<file path="src/pkg/fmsc_pkg.sv">
package fmsc_pkg;

  localparam logic [7:0] FMSC_OFF_MODE     = 8'h3f;
  localparam logic [7:0] FMSC_OFF_POST_LO  = 8'h80;
  localparam logic [7:0] FMSC_OFF_POST_HI  = 8'h81;
  localparam logic [7:0] FMSC_OFF_DEBUG    = 8'h82;
  localparam logic [7:0] FMSC_OFF_BLOCKS   = 8'h83;
  localparam logic [7:0] FMSC_OFF_GAP_LO   = 8'h84;
  localparam logic [7:0] FMSC_OFF_GAP_HI   = 8'h85;
  localparam logic [7:0] FMSC_OFF_STATUS   = 8'h90;
  localparam logic [7:0] FMSC_OFF_IRQ_STAT = 8'h91;
  localparam logic [7:0] FMSC_OFF_IRQ_MASK = 8'h92;

  localparam logic [7:0]  FMSC_RST_MODE   = 8'h00;
  localparam logic [15:0] FMSC_RST_POST   = 16'h0000;
  localparam logic [7:0]  FMSC_RST_DEBUG  = 8'h00;
  localparam logic [7:0]  FMSC_RST_BLOCKS = 8'h01;
  localparam logic [15:0] FMSC_RST_GAP    = 16'h0002;
  localparam logic [15:0] FMSC_GAP_MIN    = 16'h0002;
  localparam logic [15:0] FMSC_GAP_MAX    = 16'h0e1d;

  localparam int FMSC_MODE_LSB    = 0;
  localparam int FMSC_MODE_MSB    = 2;
  localparam int FMSC_PREV_LAST   = 3;
  localparam int FMSC_PREV_SEL    = 4;
  localparam int FMSC_ST_BUSY     = 7;
  localparam int FMSC_ST_TRIG     = 6;
  localparam int FMSC_ST_SOF      = 5;
  localparam int FMSC_ST_WRAP     = 4;
  localparam int FMSC_IRQ_W       = 4;

  localparam logic [2:0] FMSC_MODE_DIRECT = 3'h0;
  localparam logic [2:0] FMSC_MODE_FIFO   = 3'h1;
  localparam logic [2:0] FMSC_MODE_CIRC   = 3'h2;

  localparam logic [7:0] FMSC_TAIL_BYTES  = 8'hb8;

  typedef enum logic [2:0] {
    FMSC_CIRC_IDLE = 3'b001,
    FMSC_CIRC_PRE  = 3'b010,
    FMSC_CIRC_POST = 3'b100
  } fmsc_circ_t;

endpackage : fmsc_pkg

</file>
<file path="src/design/fmsc_pin_sync.sv">
`timescale 1ns/1ps
module fmsc_pin_sync
  import fmsc_pkg::*;
(
  input  wire logic mclk_i,  // Clock
  input  wire logic rst_i,   // Sync reset
  input  wire logic pin_i,   // Asynchronous pin
  output logic      level_o, // Filtered level
  output logic      rise_o   // One-cycle pulse on rising change
);

  logic s1_r;
  logic s2_r;
  logic s3_r;

  // A change counts only once the second and third stages agree
  always_ff @(posedge mclk_i)
  begin
    if (rst_i)
    begin
      s1_r    <= 1'b0;
      s2_r    <= 1'b0;
      s3_r    <= 1'b0;
      level_o <= 1'b0;
      rise_o  <= 1'b0;
    end
    else
    begin
      s1_r   <= pin_i;
      s2_r   <= s1_r;
      s3_r   <= s2_r;
      rise_o <= 1'b0;
      if (s2_r == s3_r)
      begin
        level_o <= s3_r;
        rise_o  <= s3_r & ~level_o;
      end
    end
  end

endmodule : fmsc_pin_sync

</file>
<file path="src/design/fmsc_status_config.sv">
`timescale 1ns/1ps
module fmsc_status_config
  import fmsc_pkg::*;
(
  input  wire logic        mclk_i,         // 50 MHz clock
  input  wire logic        rst_i,          // Sync reset, active high
  input  wire logic [7:0]  addr_i,         // Register byte offset
  input  wire logic [7:0]  wdata_i,        // Write data
  input  wire logic        wr_i,           // Write strobe
  input  wire logic        rd_i,           // Read strobe
  output logic      [7:0]  rdata_o,        // Read data, cycle after rd_i
  input  wire logic        mem_reset_i,    // Memory reset command pulse
  input  wire logic        trigger_pin_i,  // External trigger pin
  input  wire logic        frame_done_i,   // Pulse: a frame was stored
  input  wire logic        mem_full_i,     // Pulse: write pointer hit memory end
  input  wire logic        block_sof_i,    // Level: current block holds a frame start
  input  wire logic        tail_i,         // Level: block tail after next address
  input  wire logic        preview_px0_i,  // Level: top-left preview pixel slot
  input  wire logic [7:0]  data_i,         // Outgoing readout byte
  output logic      [7:0]  data_o,         // Readout byte, status patched in
  output logic             write_en_o,     // Memory accepts frames
  output logic             preview_last_o, // Send latest frame continuously
  output logic             preview_sel_o,  // Send frame at readout address
  output logic      [7:0]  blocks_o,       // Blocks per readout command
  output logic      [15:0] gap_lines_o,    // Line times between sent frames
  output logic      [7:0]  debug_sel_o,    // Scope probe select
  output logic      [7:0]  status_o,       // Live status byte
  output logic             irq_o           // Level interrupt
);

  // ----------------------------------------
  // Configuration registers
  // ----------------------------------------
  logic [7:0]  mode_r;
  logic [15:0] post_r;
  logic [7:0]  debug_r;
  logic [7:0]  blocks_r;
  logic [15:0] gap_r;

  wire wr_mode    = wr_i && (addr_i == FMSC_OFF_MODE);
  wire wr_post_lo = wr_i && (addr_i == FMSC_OFF_POST_LO);
  wire wr_post_hi = wr_i && (addr_i == FMSC_OFF_POST_HI);
  wire wr_debug   = wr_i && (addr_i == FMSC_OFF_DEBUG);
  wire wr_blocks  = wr_i && (addr_i == FMSC_OFF_BLOCKS);
  wire wr_gap_lo  = wr_i && (addr_i == FMSC_OFF_GAP_LO);
  wire wr_gap_hi  = wr_i && (addr_i == FMSC_OFF_GAP_HI);
  wire wr_istat   = wr_i && (addr_i == FMSC_OFF_IRQ_STAT);
  wire wr_imask   = wr_i && (addr_i == FMSC_OFF_IRQ_MASK);

  always_ff @(posedge mclk_i)
  begin
    if (rst_i)
    begin
      mode_r   <= FMSC_RST_MODE;
      post_r   <= FMSC_RST_POST;
      debug_r  <= FMSC_RST_DEBUG;
      blocks_r <= FMSC_RST_BLOCKS;
      gap_r    <= FMSC_RST_GAP;
    end
    else
    begin
      if (wr_mode)
        mode_r <= wdata_i;
      if (wr_post_lo)
        post_r[7:0] <= wdata_i;
      if (wr_post_hi)
        post_r[15:8] <= wdata_i;
      if (wr_debug)
        debug_r <= wdata_i;
      if (wr_blocks)
        blocks_r <= wdata_i;
      if (wr_gap_lo)
        gap_r[7:0] <= wdata_i;
      if (wr_gap_hi)
        gap_r[15:8] <= wdata_i;
    end
  end

  wire [2:0] mode_sel    = mode_r[FMSC_MODE_MSB:FMSC_MODE_LSB];
  wire       is_circ     = (mode_sel == FMSC_MODE_CIRC);
  wire       prev_last   = mode_r[FMSC_PREV_LAST];
  wire       prev_sel    = mode_r[FMSC_PREV_SEL] & ~mode_r[FMSC_PREV_LAST];
  // Values 0 and 1 both mean a single block
  wire [7:0] blocks_eff  = (blocks_r <= FMSC_RST_BLOCKS) ? FMSC_RST_BLOCKS : blocks_r;
  // Out-of-range gaps are clamped so the sender never stalls or races
  wire [15:0] gap_eff    = (gap_r < FMSC_GAP_MIN) ? FMSC_GAP_MIN :
                           (gap_r > FMSC_GAP_MAX) ? FMSC_GAP_MAX : gap_r;

  // ----------------------------------------
  // Trigger synchroniser
  // ----------------------------------------
  logic trig_level;
  logic trig_rise;

  fmsc_pin_sync u_trig_sync (
    .mclk_i  (mclk_i),
    .rst_i   (rst_i),
    .pin_i   (trigger_pin_i),
    .level_o (trig_level),
    .rise_o  (trig_rise)
  );

  // ----------------------------------------
  // Circular recording sequence
  // ----------------------------------------
  fmsc_circ_t  circ_r;
  fmsc_circ_t  circ_nxt;
  logic [15:0] post_cnt_r;
  logic        trig_seen_r;
  logic        wrap_r;

  always_comb
  begin
    circ_nxt = circ_r;
    unique case (circ_r)
      FMSC_CIRC_IDLE:
        if (mem_reset_i)
          circ_nxt = FMSC_CIRC_PRE;
      FMSC_CIRC_PRE:
        if (trig_rise)
          circ_nxt = (post_r == FMSC_RST_POST) ? FMSC_CIRC_IDLE : FMSC_CIRC_POST;
      FMSC_CIRC_POST:
        if (frame_done_i && (post_cnt_r == FMSC_RST_POST + 16'h0001))
          circ_nxt = FMSC_CIRC_IDLE;
    endcase
    if (mem_reset_i)
      circ_nxt = FMSC_CIRC_PRE;
  end

  always_ff @(posedge mclk_i)
  begin
    if (rst_i)
    begin
      circ_r     <= FMSC_CIRC_IDLE;
      post_cnt_r <= FMSC_RST_POST;
    end
    else
    begin
      circ_r <= circ_nxt;
      if (circ_r == FMSC_CIRC_PRE && trig_rise)
        post_cnt_r <= post_r;
      else if (circ_r == FMSC_CIRC_POST && frame_done_i)
        post_cnt_r <= post_cnt_r - 16'h0001;
    end
  end

  // Flags move only on recording events or memory reset, never on a read
  always_ff @(posedge mclk_i)
  begin
    if (rst_i)
    begin
      trig_seen_r <= 1'b0;
      wrap_r      <= 1'b0;
    end
    else if (mem_reset_i)
    begin
      trig_seen_r <= 1'b0;
      wrap_r      <= 1'b0;
    end
    else
    begin
      if (trig_rise)
        trig_seen_r <= 1'b1;
      if (mem_full_i)
        wrap_r <= 1'b1;
    end
  end

  // Direct and FIFO modes always accept; circular only while armed or counting
  wire busy = !is_circ || (circ_r != FMSC_CIRC_IDLE);

  wire [7:0] status = {busy, trig_seen_r, block_sof_i, wrap_r, mode_r[3:0]};

  // ----------------------------------------
  // Interrupts: busy fall, trigger, wrap, frame start
  // ----------------------------------------
  logic [FMSC_IRQ_W-1:0] istat_r;
  logic [FMSC_IRQ_W-1:0] imask_r;
  logic                  busy_d_r;
  wire  [FMSC_IRQ_W-1:0] ievt = {block_sof_i & ~status_o[FMSC_ST_SOF],
                                 mem_full_i, trig_rise, busy_d_r & ~busy};

  genvar gi;
  generate
    for (gi = 0; gi < FMSC_IRQ_W; gi++)
    begin : g_irq
      // An event in the clearing cycle keeps the bit set
      always_ff @(posedge mclk_i)
      begin
        if (rst_i)
          istat_r[gi] <= 1'b0;
        else if (ievt[gi])
          istat_r[gi] <= 1'b1;
        else if (wr_istat && wdata_i[gi])
          istat_r[gi] <= 1'b0;
      end
    end
  endgenerate

  always_ff @(posedge mclk_i)
  begin
    if (rst_i)
    begin
      imask_r  <= '0;
      busy_d_r <= 1'b0;
    end
    else
    begin
      busy_d_r <= busy;
      if (wr_imask)
        imask_r <= wdata_i[FMSC_IRQ_W-1:0];
    end
  end

  // ----------------------------------------
  // Read mux and registered outputs
  // ----------------------------------------
  logic [7:0] rsel;

  always_comb
  begin
    unique case (addr_i)
      FMSC_OFF_MODE:     rsel = mode_r;
      FMSC_OFF_POST_LO:  rsel = post_r[7:0];
      FMSC_OFF_POST_HI:  rsel = post_r[15:8];
      FMSC_OFF_DEBUG:    rsel = debug_r;
      FMSC_OFF_BLOCKS:   rsel = blocks_r;
      FMSC_OFF_GAP_LO:   rsel = gap_r[7:0];
      FMSC_OFF_GAP_HI:   rsel = gap_r[15:8];
      FMSC_OFF_STATUS:   rsel = status;
      FMSC_OFF_IRQ_STAT: rsel = {4'h0, istat_r};
      FMSC_OFF_IRQ_MASK: rsel = {4'h0, imask_r};
      default:           rsel = 8'h00;
    endcase
  end

  // Status is patched into the tail filler outside preview modes and into the first preview pixel in preview modes
  wire patch = (tail_i & ~prev_last & ~prev_sel) | (preview_px0_i & (prev_last | prev_sel));

  always_ff @(posedge mclk_i)
  begin
    if (rst_i)
    begin
      rdata_o        <= 8'h00;
      data_o         <= 8'h00;
      write_en_o     <= 1'b0;
      preview_last_o <= 1'b0;
      preview_sel_o  <= 1'b0;
      blocks_o       <= FMSC_RST_BLOCKS;
      gap_lines_o    <= FMSC_RST_GAP;
      debug_sel_o    <= FMSC_RST_DEBUG;
      status_o       <= 8'h00;
      irq_o          <= 1'b0;
    end
    else
    begin
      rdata_o        <= rd_i ? rsel : 8'h00;
      data_o         <= patch ? status : data_i;
      write_en_o     <= busy;
      preview_last_o <= prev_last;
      preview_sel_o  <= prev_sel;
      blocks_o       <= blocks_eff;
      gap_lines_o    <= gap_eff;
      debug_sel_o    <= debug_r;
      status_o       <= status;
      // A set mask bit hides its status bit from the interrupt line
      irq_o          <= |(istat_r & ~imask_r);
    end
  end

  // ----------------------------------------
  // Checks
  // ----------------------------------------
  property p_busy_direct;
    @(posedge mclk_i) disable iff (rst_i)
      (!is_circ) |=> write_en_o;
  endproperty
  a_busy_direct: assert property (p_busy_direct) else $error("busy low outside circular");

  property p_trig_sets;
    @(posedge mclk_i) disable iff (rst_i)
      (trig_rise && !mem_reset_i) |=> ##1 status_o[FMSC_ST_TRIG];
  endproperty
  a_trig_sets: assert property (p_trig_sets) else $error("trigger flag not set");

  property p_reset_clears;
    @(posedge mclk_i) disable iff (rst_i)
      mem_reset_i |=> ##1 (!status_o[FMSC_ST_TRIG] && !status_o[FMSC_ST_WRAP]);
  endproperty
  a_reset_clears: assert property (p_reset_clears) else $error("flags survive reset");

  property p_wrap;
    @(posedge mclk_i) disable iff (rst_i)
      (mem_full_i && !mem_reset_i) |=> ##1 status_o[FMSC_ST_WRAP];
  endproperty
  a_wrap: assert property (p_wrap) else $error("wrap flag not set");

  property p_mode_bits;
    @(posedge mclk_i) disable iff (rst_i)
      wr_mode |=> ##1 (status_o[3:0] == $past(wdata_i[3:0], 2));
  endproperty
  a_mode_bits: assert property (p_mode_bits) else $error("mode bits not mirrored");

  property p_prev_sel;
    @(posedge mclk_i) disable iff (rst_i)
      preview_sel_o |-> !preview_last_o;
  endproperty
  a_prev_sel: assert property (p_prev_sel) else $error("both preview outputs");

  property p_blocks;
    @(posedge mclk_i) disable iff (rst_i)
      1'b1 |=> (blocks_o != 8'h00);
  endproperty
  a_blocks: assert property (p_blocks) else $error("zero block count");

  property p_gap;
    @(posedge mclk_i) disable iff (rst_i)
      1'b1 |=> (gap_lines_o >= FMSC_GAP_MIN && gap_lines_o <= FMSC_GAP_MAX);
  endproperty
  a_gap: assert property (p_gap) else $error("gap out of range");

  property p_tail;
    @(posedge mclk_i) disable iff (rst_i)
      (tail_i && !prev_last && !prev_sel) |=> (data_o == $past(status));
  endproperty
  a_tail: assert property (p_tail) else $error("tail not status");

  property p_circ_idle;
    @(posedge mclk_i) disable iff (rst_i)
      (is_circ && circ_r == FMSC_CIRC_IDLE && !mem_reset_i) |=> !write_en_o;
  endproperty
  a_circ_idle: assert property (p_circ_idle) else $error("busy while idle");

  property p_sof;
    @(posedge mclk_i) disable iff (rst_i)
      block_sof_i |=> status_o[FMSC_ST_SOF];
  endproperty
  a_sof: assert property (p_sof) else $error("frame start bit missing");

  property p_prev_last;
    @(posedge mclk_i) disable iff (rst_i)
      mode_r[FMSC_PREV_LAST] |=> preview_last_o;
  endproperty
  a_prev_last: assert property (p_prev_last) else $error("latest preview missing");

  property p_blocks_pass;
    @(posedge mclk_i) disable iff (rst_i)
      (blocks_r > FMSC_RST_BLOCKS) |=> (blocks_o == $past(blocks_r));
  endproperty
  a_blocks_pass: assert property (p_blocks_pass) else $error("block count altered");

endmodule : fmsc_status_config

</file>
<file path="config.mk">
export PLATFORM = sky130hd
export DESIGN_NAME = fmsc_status_config
export DESIGN_NICKNAME = d
export VERILOG_FILES = /design/src/pkg/fmsc_pkg.sv /design/src/design/fmsc_pin_sync.sv /design/src/design/fmsc_status_config.sv
export SDC_FILE = /design/constraint.sdc
export NUM_CORES = 1
export LEC_CHECK = 0
export ABC_AREA = 0
export ABC_CLOCK_PERIOD_IN_PS = 1900
export BUFFER_PORTS_ARGS = -buffer_cell sky130_fd_sc_hd__buf_2
export CORE_MARGIN = 2
export CORE_UTILIZATION = 51
export CTS_CLUSTER_DIAMETER = 50
export DETAILED_ROUTE_END_ITERATION = 8
export GPL_TIMING_DRIVEN = 1
export PLACE_DENSITY_LB_ADDON = 0.12
export SLEW_MARGIN = 20
export SYNTH_ARGS = -nofsm -noshare
export SYNTH_HDL_FRONTEND = slang
export SYNTH_SLANG_ARGS = --single-unit
</file>
<file path="constraint.sdc">
create_clock -name mclk_i -period 1.9 [get_ports mclk_i]
set_input_delay 0.19 -clock mclk_i [delete_from_list [all_inputs] [get_ports mclk_i]]
set_output_delay 0.19 -clock mclk_i [all_outputs]
set_load 0.05 [all_outputs]
</file>
# Yosys cells after proc, flatten, opt, wreduce, memory -nomap -nowiden
# Cells that the tools add are included.
# classes
n_eq_ne	22
n_mul	0
add_sub_neg	1
shift	0
muxes	18
n_div	0
magnitude_cmp	3
bitwise_logic	19
n_reduce_logical	33
# op_table
op	n
case mux 8 bit (10 select lines)	1
equality test 8 bit, second input constant	9
two-way mux 16 bit	2
equality test 16 x 1 -> 1 bit, second input constant	1
> comparator 16 x 12 -> 1 bit, second input constant	1
logical AND 1 bit	16
zero test 16 bit	1
less-than comparator 16 x 2 -> 1 bit, second input constant	1
subtractor 16 x 1 -> 16 bit, second input constant	1
two-way mux 12 bit	1
nonzero test 2 bit	5
OR reduction 2 bit	5
two-way mux 3 bit	3
equality test 8 x 6 -> 1 bit, second input constant	1
<= comparator 8 x 1 -> 1 bit, second input constant	1
two-way mux 1 bit	8
two-way mux 8 bit	1
inverter 1 bit	8
bitwise AND 1 bit	7
equality test 3 x 2 -> 1 bit, second input constant	2
case mux 3 bit (2 select lines)	1
AND reduction 3 bit	2
bitwise AND 4 bit	1
!= test 2 bit, second input constant	2
other kinds (14)	15
# totals
latchBits	0
out_inout_bits	60
romBits	0
mem_bits_rw	0
memories	0
reg_bits	150

# Longest topological paths before layout
# Gate-level depths: netlist of run 1.
# logic_depth
word_depth	6
ltp_mapped	8
mapped_depth_nobuf	6

# Hierarchy
# A second synthesis of run 1 with hierarchy kept.
# hier_totals
hier_cells	645
area_unflattened_um2	5959.5
# modules_own_cells
mod	area_each_um2	cells_per_inst	n_inst
fmsc_status_config	5810.6	633	1
fmsc_pin_sync	148.9	12	1

# Worst setup path before layout of run 1
# No wires, ideal clock.
# synth_path
path_type	register to register
startpoint	register post_cnt_r[7]
endpoint	register post_cnt_r[14]
t_required_ns	1.767
path_slack_ns	-0.011
path_buffers	1
path_stages_with_launch	7
t_arrival_ns	1.779
path_cell_list	dfxtp_1 > or4_1 > clkbuf_1 > or4_1 > nor4_1 > o22a_1 > a31oi_1
# synth_between
elab_chain_cells	3
# synth_lines
item	line	source
start, declared	fmsc_status_config.sv:108	logic [15:0] post_cnt_r;
start signal, assigned	fmsc_status_config.sv:141	post_cnt_r <= post_r;
start signal, assigned	fmsc_status_config.sv:143	post_cnt_r <= post_cnt_r - 16'h0001;
subtractor 16 x 1 -> 16 bit	fmsc_status_config.sv:143	
two-way mux 16 bit	fmsc_status_config.sv:142	else if (circ_r == FMSC_CIRC_POST && frame_done_i)
two-way mux 16 bit	fmsc_status_config.sv:140	if (circ_r == FMSC_CIRC_PRE && trig_rise)
# No other way between the ends. The select of a mux whose other input is x is not followed.
# A chain may end at the register's enable or synchronous reset.

# Worst setup path in the final report of run 1
# layout_path
startpoint	register post_cnt_r[8]
endpoint	register post_cnt_r[14]
# The elaborated chain is that of the path after synthesis.

==> reports/results.tsv, run 1 <==
metric	value	unit
DR vias	5189	
fin util	0.6561	
gate count after technology mapping	631	
routed wire length	16.19	mm
Clock Tree Root	sky130_fd_sc_hd__clkbuf_16	
Die Span Y	111.6	um
Net Sw Power	1552	uW
basic-gate share of the synthesized area counting and, or, nand and nor cells	0.2287	
number of rows in the core area	39	
total global-route track usage	0.2632	
leading register cell type out of synthesis	sky130_fd_sc_hd__dfxtp_1	
number of max-capacitance violations reported	0	
half-perimeter wire length after placement	11.35	mm
final slew viol count	0	
Power, Total	7296	uW
post-synthesis to final-layout area growth	26.23	%
design internal power	5743	uW
number of CTS-inserted buffers	17	
#FFs+latches synth	148	
synthesized cell area	5909	um2
adder and majority cell fraction of the synthesized area	0.004235	
GPL Wtd Cong	0.9046	
setup TNS	0	ps
compound-cell area share of the yosys netlist	0.1222	
Die X-Extent	111.6	um
register area share after synthesis	0.5014	
residual overflow from global routing	0	
clock-pin slew on the worst setup and hold paths	60	ps
source-to-sink clock delay at the later pin of the worst-skew pair	420	ps
share of power burned in combinational logic	0.049	
number of distinct standard cells referenced by the synthesized netlist	65	
First-pass DRT Iterations	5	
multiplexer share of the synthesized area	0.1040	
dpl ws	-137.7	ps
data required time at the worst endpoint	2200	ps
Worst Path Arrival	2120	ps
ys async rst share	0	
Iter 0 DRT Violations	320	
area of the die	12460	um2
Hold/Removal Path Class	input pin to register	
global-route wire length before repair	25.74	mm
highest net fanout along the worst path	4	
Sequential Power Share	0.431	
initial antenna violation count	0	
most instantiated library cell after synthesis	sky130_fd_sc_hd__dfxtp_1	
pin slew with the least headroom to its limit	697.0	ps
clock group share of total power	0.520	
starting utilization of the core area	0.5198	
final setup skew	4.310	ps
boundary pin count	95	
Floorplan Core Area	11370	um2
fraction of synthesized cell area in xor and xnor cells	0.005928	
top cells by area, synth	sky130_fd_sc_hd__dfxtp_1, sky130_fd_sc_hd__mux2i_1, sky130_fd_sc_hd__nor2_1	
count of H-tree levels built during CTS	4	
pin count of the biggest net entering global routing	79	
number of sinks on the clock net	148	
PortBufs	94	
Ant. Diodes	0	
number of global-route vias before repair	4929	
Final period util	0.9596	
Avg Inst Size Synth	9.365	um2
final hold violation count	0	
setup repair after global routing missed its margin	false	
most area-hungry cell type in the Yosys netlist	sky130_fd_sc_hd__dfxtp_1	
total of endpoints with negative setup slack in the final report	0	
Net count, final	788	
VDD IR-drop max	0.7142	mV
share of the synthesized area in the top cell type	0.5014	
fraction of power spent switching nets	0.2128	
leakage	0.003360	uW
headroom to the max-slew limit	0.5302	
clock period minus worst slack	1823	ps
setup slack of the critical path after layout	76.71	ps
ratio of cells with drive above 1 in the final layout	0.2412	
post-route antenna net violation count	0	
power density of the placed cells	978.0	nW/um2
FMAX	548.5	MHz
WL per Instance	17.87	um
Yosys warnings	0	
Worst Hold Margin	12.85	ps
buffer levels on the longest clock path	2	
result of the run	finished, final reports clean	
critical path launch point type	register	
leading cell types by count after synthesis	sky130_fd_sc_hd__dfxtp_1, sky130_fd_sc_hd__nor2_1, sky130_fd_sc_hd__nand2_1	
kind of capture point of the worst setup path	register	
# DRC	0	
TritonCTS clock tree	built	
Via-to-Cell Ratio	5.727	
dominant combinational cell family by area after synthesis	simple AND/OR/NAND/NOR gates	
worst setup path category	register to register	
number of flops mapped to enable cells by yosys	0	
-- cells in the final DEF, fill, tap and decap left out, types with 4 or more instances in the layout --
master	instances
sky130_fd_sc_hd__dfxtp_1	148
sky130_fd_sc_hd__nor2_1	98
sky130_fd_sc_hd__buf_2	93
sky130_fd_sc_hd__nand2_1	51
sky130_fd_sc_hd__mux2i_1	49
sky130_fd_sc_hd__buf_4	40
sky130_fd_sc_hd__a21oi_1	38
sky130_fd_sc_hd__nor2b_1	31
sky130_fd_sc_hd__clkbuf_16	17
sky130_fd_sc_hd__nand3_1	16
sky130_fd_sc_hd__a22oi_1	11
sky130_fd_sc_hd__nor4_1	10
sky130_fd_sc_hd__nor3_1	10
sky130_fd_sc_hd__a31oi_1	9
sky130_fd_sc_hd__and3_1	9
sky130_fd_sc_hd__inv_1	8
sky130_fd_sc_hd__nand4_1	8
sky130_fd_sc_hd__a221oi_1	8
sky130_fd_sc_hd__bufinv_16	6
sky130_fd_sc_hd__mux4_2	5
sky130_fd_sc_hd__or4_1	4
sky130_fd_sc_hd__a211oi_1	4
sky130_fd_sc_hd__o21a_1	4
sky130_fd_sc_hd__conb_1	4
-- worst max-delay path, cell delays in order, from the launching register on --
cell	delay, ps
sky130_fd_sc_hd__dfxtp_1	340
sky130_fd_sc_hd__or4_4	520
sky130_fd_sc_hd__or4_4	440
sky130_fd_sc_hd__nor4_2	150
sky130_fd_sc_hd__o22a_1	180
sky130_fd_sc_hd__a31oi_1	60
-- layout make-up --
type / count / area (um2)
Clock buffer: 19 / 442.9
Clock inverter: 12 / 227.7
Multi-Input combinational cell: 439 / 2791
Tap cell: 143 / 178.9
Inverter: 8 / 30.03
Timing Repair Buffer: 137 / 825.8
Sequential cell: 148 / 2963
Fill cell: 931 / 3910
-- stage by stage --
stage	cell area (um2)	std cells
CTS	7445	906
floorplan	5922	634
global route	7460	906
global placement	6740	873
detailed placement	6748	873
finish	7460	906
-- power by group through the flow --
| stage | combinational, uW | clock [uW] | sequential, uW |
|---|---|---|---|
| CTS | 356 | 3820 | 3150 |
| finish | 357 | 3790 | 3150 |
| global placement | 347 | 0 | 3210 |
| floorplan | 150 | 0 | 3280 |
| global route | 380 | 3970 | 3150 |
| detailed placement | 352 | 0 | 3220 |
-- cell families (layout without fill, tap and decap cells) --
family	Yosys count	count (layout)
other	1	4
muxes	55	55
AOI/OAI and AO/OA	106	106
xor gates and xnor gates	4	4
DFF	148	148
adders and majority gates	2	2
and+or+nand+nor	268	268
buffers and inverters	47	176
-- per-layer routing --
metal / track usage / routed length (um) / share of wire / vias up
li1: - / - / - / 2488
met1: 0.3669 / 7444 / 0.46 / 2458
met2: 0.3968 / 7276 / 0.45 / 210
met3: 0.05335 / 1062 / 0.066 / 33
met4: 0.1177 / 408 / 0.025 / 0
met5: 0 / 0 / 0 / -
-- what timing repair did --
action | in CTS | in global routing
pin swaps | 0 | 1
hold endpoints to repair | 2 | 0
gates resized for setup | 1 | 4
endpoints found under the setup margin | 1 | 3
hold buffers | 2 | 0
buffers inserted | 0 | 0
-- path summary, 6_finish.rpt --
path | cells past startpoint | to | startpoint | slack, ps
max | 5 | post_cnt_r[14]$_SDFFE_PP0P_ | post_cnt_r[8]$_SDFFE_PP0P_ | 80
min reg2reg | 1 | u_trig_sync.s2_r$_SDFF_PP0_ | u_trig_sync.s1_r$_SDFF_PP0_ | 460
max reg2reg | 5 | post_cnt_r[14]$_SDFFE_PP0P_ | post_cnt_r[8]$_SDFFE_PP0P_ | 80
min | 3 | data_o[5]$_SDFF_PP0_ | data_i[5] | 10
-- state kept, by name (all words and copies together), names as in the netlist, 7 cells and up --
name	cells
gap_lines_o	16
post_r	16
blocks_o	8
blocks_r	8
status_o	7
post_cnt_r	16
rdata_o	8
gap_r	16
mode_r	8
data_o	8
debug_sel_o	8
debug_r	8
(Power assumes the default switching activity.)
==> run 2: changes to the inputs <==
--- a/config.mk
+++ b/config.mk
@@ -9,7 +9,7 @@
 export ABC_CLOCK_PERIOD_IN_PS = 1900
 export BUFFER_PORTS_ARGS = -buffer_cell sky130_fd_sc_hd__buf_2
 export CORE_MARGIN = 2
-export CORE_UTILIZATION = 51
+export CORE_UTILIZATION = 23
 export CTS_CLUSTER_DIAMETER = 50
 export DETAILED_ROUTE_END_ITERATION = 8
 export GPL_TIMING_DRIVEN = 1
==> reports/results.tsv, run 2 (same netlist as run 1, synthesis figures left out) <==
metric	value	unit
final slew viol count	0	
worst reg2reg path startpoint	post_cnt_r[7]$_SDFFE_PP0P_	
total global-route track usage	0.1484	
starting utilization of the core area	0.2347	
# fillers	2656	
number of sinks on the clock net	148	
GPL Wtd Cong	0.8399	
pin slew with the least headroom to its limit	528.9	ps
power density of the placed cells	904.2	nW/um2
FMAX	545.1	MHz
buffer levels on the longest clock path	2	
total of endpoints with negative setup slack in the final report	0	
Min-Delay Endpoint	data_o[1]$_SDFF_PP0_	
worst setup path category	register to register	
pin count of the biggest net entering global routing	48	
routed wire length	19.71	mm
First-pass DRT Iterations	5	
post-synthesis to final-layout area growth	31.87	%
leakage	0.003417	uW
half-perimeter wire length after placement	14.20	mm
area of the multi-input gates	2815	um2
TritonCTS clock tree	built	
final setup skew	9.007	ps
Floorplan Core Area	25180	um2
Post-Layout Inst Area	7792	um2
number of CTS-inserted buffers	17	
Power, Total	7046	uW
Placed Area	7062	um2
count of H-tree levels built during CTS	4	
data required time at the worst endpoint	2190	ps
residual overflow from global routing	0	
VDD IR-drop max	0.4217	mV
initial antenna violation count	0	
source-to-sink clock delay at the later pin of the worst-skew pair	420	ps
reg-to-reg setup timing slack	70	ps
global-route wire length before repair	30.15	mm
area of the die	26990	um2
Die Span Y	164.3	um
Worst Path Arrival	2130	ps
worst hold path depth	3	
PortBufs	94	
final hold violation count	0	
result of the run	finished, final reports clean	
Hold/Removal Path Class	input pin to register	
Final period util	0.9656	
number of global-route vias before repair	5132	
number of rows in the core area	58	
CP Launch Point	post_cnt_r[7]$_SDFFE_PP0P_	
headroom to the max-slew limit	0.6428	
# DRC	0	
Ant. Diodes	0	
DR vias	5214	
ratio of cells with drive above 1 in the final layout	0.2653	
commonest cells after routing, fill and taps aside	sky130_fd_sc_hd__dfxtp_1, sky130_fd_sc_hd__nor2_1, sky130_fd_sc_hd__buf_2	
number of max-capacitance violations reported	0	
worst-case reg-to-reg path depth	5	
flip-flop and latch area	2964	um2
highest net fanout along the worst path	2	
boundary pin count	95	
Iter 0 DRT Violations	317	
Net count, final	808	
Clock Tree Root	sky130_fd_sc_hd__clkbuf_16	
kind of capture point of the worst setup path	register	
clock period minus worst slack	1835	ps
post-route antenna net violation count	0	
terminus of the critical flop-to-flop path	post_cnt_r[14]$_SDFFE_PP0P_	
most common library cell in the layout ignoring fill and taps	sky130_fd_sc_hd__dfxtp_1	
Die X-Extent	164.3	um
Via-to-Cell Ratio	4.680	
hold path startpoint	data_i[1]	
critical path launch point type	register	
WL per Instance	17.69	um
clock-pin slew on the worst setup and hold paths	60	ps
[run 2: how the worst max path moves through the flow]
stage | depth (start not counted) | slack, ps | endpoint
detailed placement | 7 | -80 | rdata_o[2]$_SDFF_PP0_
CTS | 5 | 3 | post_cnt_r[14]$_SDFFE_PP0P_
floorplan | 6 | -2 | post_cnt_r[14]$_SDFFE_PP0P_
finish | 5 | 70 | post_cnt_r[14]$_SDFFE_PP0P_
global route | 5 | -7 | post_cnt_r[12]$_SDFFE_PP0P_
global placement | 8 | -60 | post_r[12]$_SDFFE_PP0P_
[run 2: metrics by stage]
step / util / hold WS, ps / std cells / setup WS [ps] / TNS [ps]
4_1_cts: 0.3064 / 4.439 / 1111 / 2.998 / 0
3_5_place_dp: 0.2804 / 434.9 / 1075 / -77.73 / -788.6
5_1_grt: 0.3095 / 9.238 / 1114 / -7.257 / -10.61
3_3_place_gp: 0.2804 / 424.0 / 1075 / -65.00 / -489.1
2_1_floorplan: - / 268.5 / 634 / -1.567 / -1.567
6_report: 0.3095 / 15.52 / 1114 / 65.42 / 0
[run 2: worst max-delay path, cell delays in order (launching register included)]
cell                      delay [ps]
sky130_fd_sc_hd__dfxtp_1         320
sky130_fd_sc_hd__or4_4           530
sky130_fd_sc_hd__or4_4           450
sky130_fd_sc_hd__nor4_2          170
sky130_fd_sc_hd__o22a_1          180
sky130_fd_sc_hd__a31oi_1          60
[run 2: layer usage]
layer	vias up	routed length (um)	GRT usage	part of all wire
met2	149	8772	0.2246	0.45
met4	0	240	0.04904	0.012
met5	-	0	0	0
li1	2521	-	-	-
met3	15	979	0.03106	0.050
met1	2529	9717	0.2091	0.49
[run 2: where the power goes]
part	switching, uW	internal (uW)	total [uW]	leakage [uW]
logic	259	119	378	0.00192
registers	16.2	3130	3150	0.00120
clock network	1400	2120	3520	0.000294
total	1680	5370	7050	0.00342
[run 2: timing repair]
action	4_1_cts	5_1_grt
buffers inserted	0	3
hold buffers	4	0
endpoints found under the hold margin	6	0
gates resized for setup	0	11
setup endpoints to repair	0	8
[run 2: layout make-up]
class,count,area share
clock buffers,18,0.05636
flip-flops and latches,148,0.3804
repair buffers,157,0.1227
well taps,330,0.05299
multi-input cells,439,0.3613
inverters,8,0.003854
clock inverters,14,0.02248
==> run 3: changes to the inputs <==
--- a/config.mk
+++ b/config.mk
@@ -14,6 +14,7 @@
 export DETAILED_ROUTE_END_ITERATION = 8
 export GPL_TIMING_DRIVEN = 1
 export PLACE_DENSITY_LB_ADDON = 0.12
+export SETUP_SLACK_MARGIN = 0.15
 export SLEW_MARGIN = 20
 export SYNTH_ARGS = -nofsm -noshare
 export SYNTH_HDL_FRONTEND = slang
==> reports/results.tsv, run 3 (same netlist as run 1, synthesis figures left out) <==
metric	value	unit
GPL Wtd Cong	0.8482	
Min-Delay Endpoint	data_o[7]$_SDFF_PP0_	
Clock Tree Root	sky130_fd_sc_hd__clkbuf_16	
residual overflow from global routing	0	
WL per Instance	17.72	um
boundary pin count	95	
GR Layer Usage met2	0.2347	
headroom to the max-slew limit	0.5472	
PortBufs	94	
setup repair after global routing missed its margin	true	
TritonCTS clock tree	built	
pin count of the biggest net entering global routing	64	
# fillers	2657	
hold path startpoint	data_i[7]	
kind of capture point of the worst setup path	register	
critical path launch point type	register	
reg-to-reg setup timing slack	100	ps
leakage	0.003394	uW
Via-to-Cell Ratio	4.674	
worst hold path depth	3	
highest net fanout along the worst path	2	
DR vias	5193	
Die X-Extent	164.3	um
Floorplan Core Area	25180	um2
Net count, final	805	
final hold violation count	0	
final slew viol count	0	
total of endpoints with negative setup slack in the final report	0	
number of global-route vias before repair	5138	
Placed Area	7106	um2
worst-case reg-to-reg path depth	5	
pin slew with the least headroom to its limit	676.0	ps
Die Span Y	164.3	um
area of the die	26990	um2
met3 Usage GRT	0.02828	
post-route antenna net violation count	0	
most crowded layer after global routing	met2	
routed wire length	19.68	mm
count of H-tree levels built during CTS	4	
source-to-sink clock delay at the later pin of the worst-skew pair	420	ps
global-route wire length before repair	29.99	mm
Global Route met1 Usage	0.2008	
Ant. Diodes	0	
clock-pin slew on the worst setup and hold paths	60	ps
Worst Path Arrival	2100	ps
Worst Hold Margin	7.283	ps
ratio of cells with drive above 1 in the final layout	0.2612	
buffer levels on the longest clock path	2	
most common library cell in the layout ignoring fill and taps	sky130_fd_sc_hd__dfxtp_1	
number of CTS-inserted buffers	17	
Iter 0 DRT Violations	331	
half-perimeter wire length after placement	14.21	mm
# DRC	0	
terminus of the critical flop-to-flop path	post_cnt_r[14]$_SDFFE_PP0P_	
FMAX	554.2	MHz
Post-Layout Inst Area	7807	um2
data required time at the worst endpoint	2200	ps
clock period minus worst slack	1804	ps
final setup skew	7.413	ps
First-pass DRT Iterations	5	
starting utilization of the core area	0.2347	
Hold/Removal Path Class	input pin to register	
total global-route track usage	0.1479	
worst setup path category	register to register	
Final period util	0.9496	
VDD IR-drop max	0.4544	mV
result of the run	finished, final reports clean	
initial antenna violation count	1	
number of sinks on the clock net	148	
commonest cells after routing, fill and taps aside	sky130_fd_sc_hd__dfxtp_1, sky130_fd_sc_hd__nor2_1, sky130_fd_sc_hd__buf_2	
power density of the placed cells	879.2	nW/um2
post-synthesis to final-layout area growth	32.12	%
worst reg2reg path startpoint	post_cnt_r[7]$_SDFFE_PP0P_	
number of rows in the core area	58	
number of max-capacitance violations reported	0	
[run 3: critical path, cell delays in order (launching register included)]
cell and delay, ps:
sky130_fd_sc_hd__dfxtp_1 310, sky130_fd_sc_hd__or4_4 530, sky130_fd_sc_hd__or4_4 470, sky130_fd_sc_hd__nor4_4 140, sky130_fd_sc_hd__o22a_1 160, sky130_fd_sc_hd__a31oi_1 60
[run 3: cell type report]
class                      count  area [um2]  share of cell area
clock buffer                  22       454.2             0.05817
tap                          330       412.9             0.05288
multi-input combinational    439        2855              0.3657
clock inverter                10       125.1             0.01603
timing repair buffer         154       965.9              0.1237
inverter                       8       30.03            0.003846
sequential                   148        2964              0.3796
[run 3: worst max-delay path by stage]
stage / startpoint / slack, ps / to / cells past startpoint
2_1_floorplan: post_cnt_r[7]$_SDFFE_PP0P_ / -2 / post_cnt_r[14]$_SDFFE_PP0P_ / 6
3_3_place_gp: addr_i[4] / -140 / rdata_o[4]$_SDFF_PP0_ / 8
3_5_place_dp: addr_i[4] / -110 / rdata_o[4]$_SDFF_PP0_ / 8
4_1_cts: post_cnt_r[7]$_SDFFE_PP0P_ / 70 / post_cnt_r[14]$_SDFFE_PP0P_ / 5
5_1_grt: post_cnt_r[4]$_SDFFE_PP0P_ / 10 / post_cnt_r[8]$_SDFFE_PP0P_ / 6
6_report: post_cnt_r[7]$_SDFFE_PP0P_ / 100 / post_cnt_r[14]$_SDFFE_PP0P_ / 5
[run 3: per-stage QoR]
step / instances / worst slack [ps] / power [uW] / util / setup TNS (ps)
final: 1111 / 95.68 / 6864 / 0.3100 / 0
after global routing: 1111 / 13.74 / 7139 / 0.3100 / 0
after CTS: 1108 / 65.63 / 6945 / 0.3081 / 0
after detailed placement: 1072 / -114.8 / 3591 / 0.2822 / -1023
after global placement: 1072 / -144.1 / 3588 / 0.2822 / -575.4
after floorplan: 634 / -1.567 / 3432 / - / -1.567
[run 3: repair_timing]
action	in CTS	in global routing
hold endpoints to repair	2	0
resized for setup	7	6
setup endpoints to repair	10	18
hold buffers	2	0
setup buffers	2	3
pin swaps	1	6
[run 3: layer usage]
layer | vias to the layer above | share of wire
met5 | - | 0.00041
met3 | 20 | 0.045
met1 | 2515 | 0.48
li1 | 2524 | -
met4 | 2 | 0.017
met2 | 132 | 0.46
[run 3: where the power goes]
part	switching [uW]	internal [uW]	leakage, uW
logic	261	117	0.00193
clock network	1360	1980	0.000268
registers	15.8	3130	0.00120
